$ cat src/shared/flash_access_map.vh
`ifndef FLASH_ACCESS_MAP_VH
`define FLASH_ACCESS_MAP_VH

// ============================================================
// Array geometry
`define ADDR_W 16
`define SECTOR0_BASE 16'hF000
`define SECTOR1_BASE 16'hE000
`define SECTOR_SHIFT 12
`define SIZE_4K 2'h0
`define SIZE_8K 2'h1
`define SIZE_16K 2'h2
`define SIZE_32K 2'h3
`define SECT_NONE 2'h3
`define SECT_0 2'h0
`define SECT_1 2'h1
`define SECT_2 2'h2

// ============================================================
// Operation codes
`define OP_NONE 2'h0
`define OP_PROG 2'h1
`define OP_ERASE_SECT 2'h2
`define OP_ERASE_ALL 2'h3

// ============================================================
// Programming modes
`define MODE_TOOL 2'h0
`define MODE_ICP 2'h1
`define MODE_IAP 2'h2
`define MODE_NONE 2'h3

// ============================================================
// Control/status register
`define CTRL_RESET 8'h00
`define CTRL_BUSY 0
`define CTRL_DENIED 1
`define CTRL_MASS 2
`define CTRL_PROTECT 3

// ============================================================
// Array operation timing
`define OP_TIME_NS 100
`define CLK_PERIOD_NS 5
// Cycles per operation, 100 ns at a 5 ns clock
`define OP_CYCLES 8'h14
`define CNT_W 8
`define SAMPLE_W 2

`endif

$ cat src/core/flash_sector_access_control.v
// Behaviour
// - The array is erased whole or by one sector, and programmed one byte at a time.
// - Work on one sector never changes the contents of another sector.
// - A 4K array has sector 0, an 8K array sectors 0 and 1, larger arrays sectors 0 to 2.
// - Sectors 0 and 1 are 4K at the top, sector 0 at F000h-FFFFh holding the vectors.
// - In-application mode may program or erase any sector except sector 0.
// - Tool-insertion and in-circuit modes may program or erase every sector and option bytes.
// - With read-out protection on, no external read of program memory is allowed.
// - One option bit sets and clears protection, and clearing it first erases the whole array.
// - The link is one serial clock, one two-way data pin and a mode-select pin.
// - With the tool attached the clock and data pins are denied to the application.
// - An 8-bit control and status register, reset to 00h, governs program and erase.
`timescale 1ns/1ps
`include "flash_access_map.vh"
`default_nettype none

module flash_sector_access_control
(
    // Clock and reset
    input wire mclk,
    input wire reset_n,
    // Configuration
    input wire [1:0] arraySize,
    input wire toolInserted,
    // Application side requests
    input wire appReq,
    input wire [1:0] appOp,
    input wire [15:0] appAddr,
    input wire [7:0] appData,
    input wire appPinOut,
    input wire appPinOe,
    // Tool side requests
    input wire toolReq,
    input wire [1:0] toolOp,
    input wire [15:0] toolAddr,
    input wire [7:0] toolData,
    input wire toolReadReq,
    input wire optWrite,
    input wire optProtect,
    // Programming link pins
    input wire prog_link_clock,
    input wire prog_link_data_in,
    output reg prog_link_data_out,
    output reg prog_link_data_oe,
    input wire prog_mode_select,
    // Flash array command port
    output reg arrayStart,
    output reg [1:0] arrayOp,
    output reg [15:0] arrayAddr,
    output reg [7:0] arrayData,
    input wire arrayDone,
    // Status
    output reg [7:0] flash_ctrl_status,
    output reg readout_protect_option_bit,
    output reg [1:0] progMode,
    output reg toolReadAllow,
    output reg appPinsBlocked,
    output reg appLinkClock,
    output reg appLinkData,
    output reg reqDenied
);

// ============================================================
// Pin synchronisers
wire syncClk;
wire syncData;
wire syncSel;

pin_sync clkSync (.mclk(mclk), .reset_n(reset_n), .pinIn(prog_link_clock), .pinOut(syncClk));
pin_sync dataSync (.mclk(mclk), .reset_n(reset_n), .pinIn(prog_link_data_in),
    .pinOut(syncData));
pin_sync selSync (.mclk(mclk), .reset_n(reset_n), .pinIn(prog_mode_select), .pinOut(syncSel));

// ============================================================
// Mode tracking
reg syncClkDly;
reg icMode;
wire linkClockRise;

assign linkClockRise = syncClk & ~syncClkDly;

always @(posedge mclk)
begin
    if (!reset_n)
    begin
        syncClkDly <= 1'b0;
        icMode <= 1'b0;
    end
    else
    begin
        syncClkDly <= syncClk;
        // Tool raises mode select, then the first link clock rise enters the in-circuit session
        if (!syncSel)
            icMode <= 1'b0;
        else if (linkClockRise)
            icMode <= 1'b1;
    end
end

// ============================================================
// Sector decode
// Base addresses of the two fixed sectors
localparam [15:0] SECTOR0_ADDR = `SECTOR0_BASE;
localparam [15:0] SECTOR1_ADDR = `SECTOR1_BASE;

function [1:0] sectorOf;
    input [15:0] addr;
    input [1:0] size;
    reg [3:0] page;
    begin
        page = addr[15:`SECTOR_SHIFT];
        if (page == SECTOR0_ADDR[15:`SECTOR_SHIFT])
            sectorOf = `SECT_0;
        else if (page == SECTOR1_ADDR[15:`SECTOR_SHIFT])
            sectorOf = (size == `SIZE_4K) ? `SECT_NONE : `SECT_1;
        else
            sectorOf = (size == `SIZE_4K || size == `SIZE_8K) ? `SECT_NONE : `SECT_2;
    end
endfunction

function addrInArray;
    input [15:0] addr;
    input [1:0] size;
    reg [4:0] pages;
    begin
        case (size)
            `SIZE_4K: pages = 5'h01;
            `SIZE_8K: pages = 5'h02;
            `SIZE_16K: pages = 5'h04;
            default: pages = 5'h08;
        endcase
        addrInArray = ({1'b0, ~addr[15:`SECTOR_SHIFT]} < pages);
    end
endfunction

// ============================================================
// Request arbitration and protection
reg [1:0] next_mode;
reg useTool;
reg [1:0] reqOp;
reg [15:0] reqAddr;
reg [7:0] reqData;
reg allow;
reg [1:0] reqSector;

always @*
begin
    if (toolInserted)
        next_mode = `MODE_TOOL;
    else if (icMode)
        next_mode = `MODE_ICP;
    else
        next_mode = `MODE_IAP;
    useTool = (next_mode != `MODE_IAP) && toolReq;
    reqOp = useTool ? toolOp : appOp;
    reqAddr = useTool ? toolAddr : appAddr;
    reqData = useTool ? toolData : appData;
    reqSector = sectorOf(reqAddr, arraySize);
    allow = 1'b0;
    if (useTool || (next_mode == `MODE_IAP && appReq))
    begin
        if (reqOp == `OP_ERASE_ALL)
            allow = useTool;
        else if (reqOp == `OP_NONE)
            allow = 1'b0;
        else if (!addrInArray(reqAddr, arraySize) || reqSector == `SECT_NONE)
            allow = 1'b0;
        else if (useTool)
            allow = 1'b1;
        else
            allow = (reqSector != `SECT_0);
    end
end

// ============================================================
// Operation sequencer
localparam ST_IDLE = 2'h0;
localparam ST_RUN = 2'h1;
localparam ST_MASS = 2'h2;

reg [1:0] state;
reg [`CNT_W-1:0] opCount;
reg pendUnprotect;

always @(posedge mclk)
begin
    if (!reset_n)
    begin
        state <= ST_IDLE;
        opCount <= {`CNT_W{1'b0}};
        arrayStart <= 1'b0;
        arrayOp <= `OP_NONE;
        arrayAddr <= 16'h0000;
        arrayData <= 8'h00;
        flash_ctrl_status <= `CTRL_RESET;
        readout_protect_option_bit <= 1'b0;
        pendUnprotect <= 1'b0;
        reqDenied <= 1'b0;
        progMode <= `MODE_NONE;
    end
    else
    begin
        arrayStart <= 1'b0;
        reqDenied <= 1'b0;
        progMode <= next_mode;
        flash_ctrl_status[`CTRL_PROTECT] <= readout_protect_option_bit;
        case (state)
            ST_IDLE:
            begin
                flash_ctrl_status[`CTRL_BUSY] <= 1'b0;
                if (optWrite && next_mode != `MODE_IAP)
                begin
                    if (readout_protect_option_bit && !optProtect)
                    begin
                        // Whole array goes first, then the bit clears
                        arrayStart <= 1'b1;
                        arrayOp <= `OP_ERASE_ALL;
                        pendUnprotect <= 1'b1;
                        flash_ctrl_status[`CTRL_MASS] <= 1'b1;
                        flash_ctrl_status[`CTRL_BUSY] <= 1'b1;
                        opCount <= `OP_CYCLES;
                        state <= ST_MASS;
                    end
                    else
                        readout_protect_option_bit <= optProtect;
                end
                else if (allow)
                begin
                    arrayStart <= 1'b1;
                    arrayOp <= reqOp;
                    arrayAddr <= reqAddr;
                    arrayData <= reqData;
                    flash_ctrl_status[`CTRL_BUSY] <= 1'b1;
                    flash_ctrl_status[`CTRL_MASS] <= (reqOp == `OP_ERASE_ALL);
                    flash_ctrl_status[`CTRL_DENIED] <= 1'b0;
                    opCount <= `OP_CYCLES;
                    state <= ST_RUN;
                end
                else if ((useTool || (next_mode == `MODE_IAP && appReq)) && reqOp != `OP_NONE)
                begin
                    reqDenied <= 1'b1;
                    flash_ctrl_status[`CTRL_DENIED] <= 1'b1;
                end
            end
            ST_RUN, ST_MASS:
            begin
                if (opCount != {`CNT_W{1'b0}})
                    opCount <= opCount - {{(`CNT_W-1){1'b0}}, 1'b1};
                if (arrayDone && opCount == {`CNT_W{1'b0}})
                begin
                    if (state == ST_MASS && pendUnprotect)
                        readout_protect_option_bit <= 1'b0;
                    pendUnprotect <= 1'b0;
                    flash_ctrl_status[`CTRL_BUSY] <= 1'b0;
                    state <= ST_IDLE;
                end
            end
            default:
                state <= ST_IDLE;
        endcase
    end
end

// ============================================================
// Pin ownership and read gating
always @(posedge mclk)
begin
    if (!reset_n)
    begin
        toolReadAllow <= 1'b0;
        appPinsBlocked <= 1'b0;
        appLinkClock <= 1'b0;
        appLinkData <= 1'b0;
        prog_link_data_out <= 1'b0;
        prog_link_data_oe <= 1'b0;
    end
    else
    begin
        toolReadAllow <= toolReadReq && !readout_protect_option_bit;
        appPinsBlocked <= syncSel || toolInserted;
        if (syncSel || toolInserted)
        begin
            appLinkClock <= 1'b0;
            appLinkData <= 1'b0;
            prog_link_data_out <= 1'b0;
            prog_link_data_oe <= 1'b0;
        end
        else
        begin
            appLinkClock <= syncClk;
            appLinkData <= syncData;
            prog_link_data_out <= appPinOut;
            prog_link_data_oe <= appPinOe;
        end
    end
end

endmodule

`default_nettype wire

$ cat src/core/pin_sync.v
`timescale 1ns/1ps
`default_nettype none

module pin_sync
(
    // Clock and reset
    input wire mclk,
    input wire reset_n,
    // Pin in, synchronous out
    input wire pinIn,
    output reg pinOut
);

reg stage1;

always @(posedge mclk)
begin
    if (!reset_n)
    begin
        stage1 <= 1'b0;
        pinOut <= 1'b0;
    end
    else
    begin
        stage1 <= pinIn;
        pinOut <= stage1;
    end
end

endmodule

`default_nettype wire

$ cat config.mk
export PLATFORM = sky130hd
export DESIGN_NAME = flash_sector_access_control
export DESIGN_NICKNAME = d
export VERILOG_FILES = /design/src/core/flash_sector_access_control.v /design/src/core/pin_sync.v
export VERILOG_INCLUDE_DIRS = /design/src /design/src/shared
export SDC_FILE = /design/constraint.sdc
export NUM_CORES = 1
export LEC_CHECK = 0
export ABC_AREA = 1
export BUFFER_PORTS_ARGS = -buffer_cell sky130_fd_sc_hd__buf_4
export CAP_MARGIN = 30
export CORE_ASPECT_RATIO = 1.25
export CORE_MARGIN = 2
export CORE_UTILIZATION = 52
export CTS_CLUSTER_SIZE = 10
export DETAILED_ROUTE_END_ITERATION = 8
export PLACE_DENSITY_LB_ADDON = 0.08
export SYNTH_ARGS = -nofsm -noshare
export SYNTH_HDL_FRONTEND = slang
export SYNTH_SLANG_ARGS = --single-unit
$ cat constraint.sdc
create_clock -name mclk -period 3.3 [get_ports mclk]
set_input_delay 0.33 -clock mclk [delete_from_list [all_inputs] [get_ports mclk]]
set_output_delay 0.33 -clock mclk [all_outputs]
set_load 0.01 [all_outputs]
==> metrics <==
final RePlAce weighted congestion 0.847; worst path required time approximately 3.6 ns; worst-margin pin slew about 0.77 ns; CTS Buf Count 9; TritonCTS clock tree done; largest family of logic cells by synthesized area simple AND/OR/NAND/NOR gates; Synth Area per Inst 7.53 um^2; effective utilization at floorplan a little over half; Synth Warn # 0; GRT Util Overall 22.4%; post-CTS sizing 0; Site Rows 29; WS Path Type flip-flop to flip-flop; Cells after Synth ~370; DR iter-0 viols just over 90; Final Hold Fails 0; r2r endpoint arrayData[4]; PD cells roughly 500 nW/um^2; clk slew on worst S/H paths roughly 0.070 ns; IO buf count 108; run status complete, no violations; clock buffer depth 2; Netlist Area Pre-Place around 2800 um^2; CTS Root Buffer Type clkbuf_8; vias per cell 5.01; first-pass GRT wire length 10.8 mm; DR vias 2743; Crit Path Max Fanout 46; Critical Path Start Type flip-flop; LEAKAGE around 2.0 nW; Min-Delay Path Depth 3; post-synthesis simple-gate area fraction 23.8%; worst path cell trace o21ai_4 > buf_4 > nand2_1 > nand2_1 > inv_1 > ha_1 > nand2_1 > inv_1 > nand2_1 > nand3_1 > nand2_1 > nand2_4 > nor2_8 > o21ai_0 > a21oi_1; final slew viol count 0; Tmin final between 2 and 3 ns; EDFF count, synth 0; DIE AREA around 6000 um^2; GR Overflow Total 0; Yosys cell types 32; RSZ-0062 raised after global routing no; share of the yosys chip area belonging to registers a little over two fifths; Main synth FF type dfxtp_1; worst hold endpoint dataSync.stage1; Seq cells post-synth 60; Antenna diodes 0; skew final 0.0110 ns; top post-synthesis cells by area dfxtp_1 43%, nand2_1 11%, mux2i_1 7.1%; max frequency roughly 390 MHz; post-detailed-route wirelength per cell roughly 12 um; I/O Pins between 100 and 150; Compound-Gate Fraction of Synth Area 13.1%; leading area contributor after synthesis dfxtp_1; post-route ant nets 0; Max VDD drop between 0.0003 and 0.0004 V; Die Span Y 86.3 um; CTS sink cnt 60; Post-synth top cells 79 x nand2_1, 60 x dfxtp_1, 46 x inv_1, 37 x a21oi_1, 31 x nor2_1; first drt pass iteration count 4; Tcrit/Tclk final 77.3%; reg2reg start icMode; largest net degree at the start of global routing 47; slowest CP cell nor2_8; R2R cell count 15; Clock Latency Late Sink ~0.34 ns; Total Wirelength around 6.7 mm; Setup crit end kind flip-flop; hpwl dp between 5 and 6 mm; drt drc 0; Layout area overhead 36.1%; initial antenna violation count 0; crit path from icMode; r2r setup slk roughly 0.75 ns; PnR worst setup slack ~0.75 ns; HP Start prog_link_data_in; # H-tree levels 3; Arrival @ worst endpoint about 2.8 ns; TNS Setup 0 ns; layout cells sized above 1 ~29%; count leader, synth nand2_1; Slew HR 48.7%; reported max-cap violation count 0; most frequent CP cell nand2_1; multiplexer area fraction after synthesis under 10%; core area around 5200 um^2; share of the synthesized netlist area taken by xor and xnor gates less than 1%; Post-Place Worst Slack between 0.6 and 0.7 ns; Synth top area share a little over two fifths; chip width ~70 um; Hold Path Class primary input to flip-flop; Post-synth ARST share 0%; Setup Buffers After CTS 0; final setup vio count 0; Synth Area in Adders under 10%; CTS Hold Buffers Added 0; Final nets about 560; max incr delay on CP 0.43 ns; vias in the first global route between 2000 and 3000
==> flip-flops by register name, indices dropped and copies added (netlist names), 2 cells and up <==
register           cells
arrayAddr             16
arrayData              8
arrayOp                2
flash_ctrl_status      4
opCount                8
progMode               2
state                  2
==> where the power goes <==
part,switching [mW],internal [mW],total (mW)
clock,0.307,0.352,0.658
combinational,0.256,0.201,0.457
sequential,0.0320,0.782,0.814
total,0.594,1.33,1.93
==> routing by layer <==
layer	vias up	wire length (um)	GRT usage [%]
met1	1228	2670	24.1
met3	12	371	5.81
met2	82	3530	41.5
met4	0	108	9.44
met5	-	0	0
li1	1421	-	-
==> cell families (layout without fill, tap and decap cells) <==
family                     count (synthesis)  after routing
AOI/OAI and AO/OA                         70             70
muxes                                     20             20
adders and majority gates                  6              6
other                                      1              4
xor gates and xnor gates                   2              2
and+or+nand+nor                          149            149
buffers and inverters                     66            175
DFF                                       60             60
==> cell usage in the layout, fill, tap and decap left out, types with 4 or more instances in the layout <==
| cell | synthesis | final |
|---|---|---|
| a21oi_1 | 37 | 37 |
| buf_4 | 4 | 110 |
| clkbuf_8 | 0 | 9 |
| conb_1 | 1 | 4 |
| dfxtp_1 | 60 | 60 |
| ha_1 | 6 | 6 |
| inv_1 | 46 | 46 |
| mux2i_1 | 20 | 20 |
| nand2_1 | 79 | 79 |
| nand3_1 | 15 | 15 |
| nand4_1 | 9 | 9 |
| nor2_1 | 31 | 31 |
| o21ai_0 | 11 | 11 |
| o21ai_1 | 18 | 18 |
==> per-stage QoR <==
| stage | std cells | power, mW | instance area, um^2 | hold slack (ns) | util, % |
|---|---|---|---|---|---|
| final | 548 | 1.93 | 3840 | 0.167 | 74.5 |
| after global routing | 548 | 2.04 | 3840 | 0.155 | 74.5 |
| after detailed placement | 532 | 1.29 | 3640 | 0.398 | 70.6 |
| after global placement | 532 | 1.28 | 3640 | 0.393 | 70.6 |
| after CTS | 548 | 1.95 | 3840 | 0.149 | 74.5 |
| after floorplan | 377 | 1.12 | 2830 | 0.390 | - |
==> worst max-delay path, delay by kind of cell, from the launching register on <==
kind | cells | cell delay, ns
AND/OR/NAND/NOR | 8 | 1.00
adder cells (fa/ha/maj) | 1 | 0.28
flip-flops | 1 | 0.35
AO/OA/AOI/OAI | 3 | 0.48
buffers and inverters | 3 | 0.37
==> final cells by class <==
type | count | area (um^2)
multi-input combinational | 251 | 1350
fill | 426 | 1320
sequential | 60 | 1200
timing repair buffer | 110 | 826
inverter | 49 | 184
clock buffer | 9 | 124
tap | 62 | 77.6
clock inverter | 7 | 76.3
==> worst max-delay path by stage <==
| stage | to | slack [ns] | depth (start not counted) |
|---|---|---|---|
| 2_1_floorplan | arrayAddr[0] | 1.34 | 15 |
| 3_3_place_gp | arrayAddr[2] | 0.77 | 16 |
| 3_5_place_dp | arrayData[4] | 0.68 | 16 |
| 4_1_cts | arrayData[4] | 0.75 | 15 |
| 5_1_grt | arrayData[6] | 0.42 | 15 |
| 6_report | arrayData[4] | 0.75 | 15 |
Power figures use the tool's default switching activity.
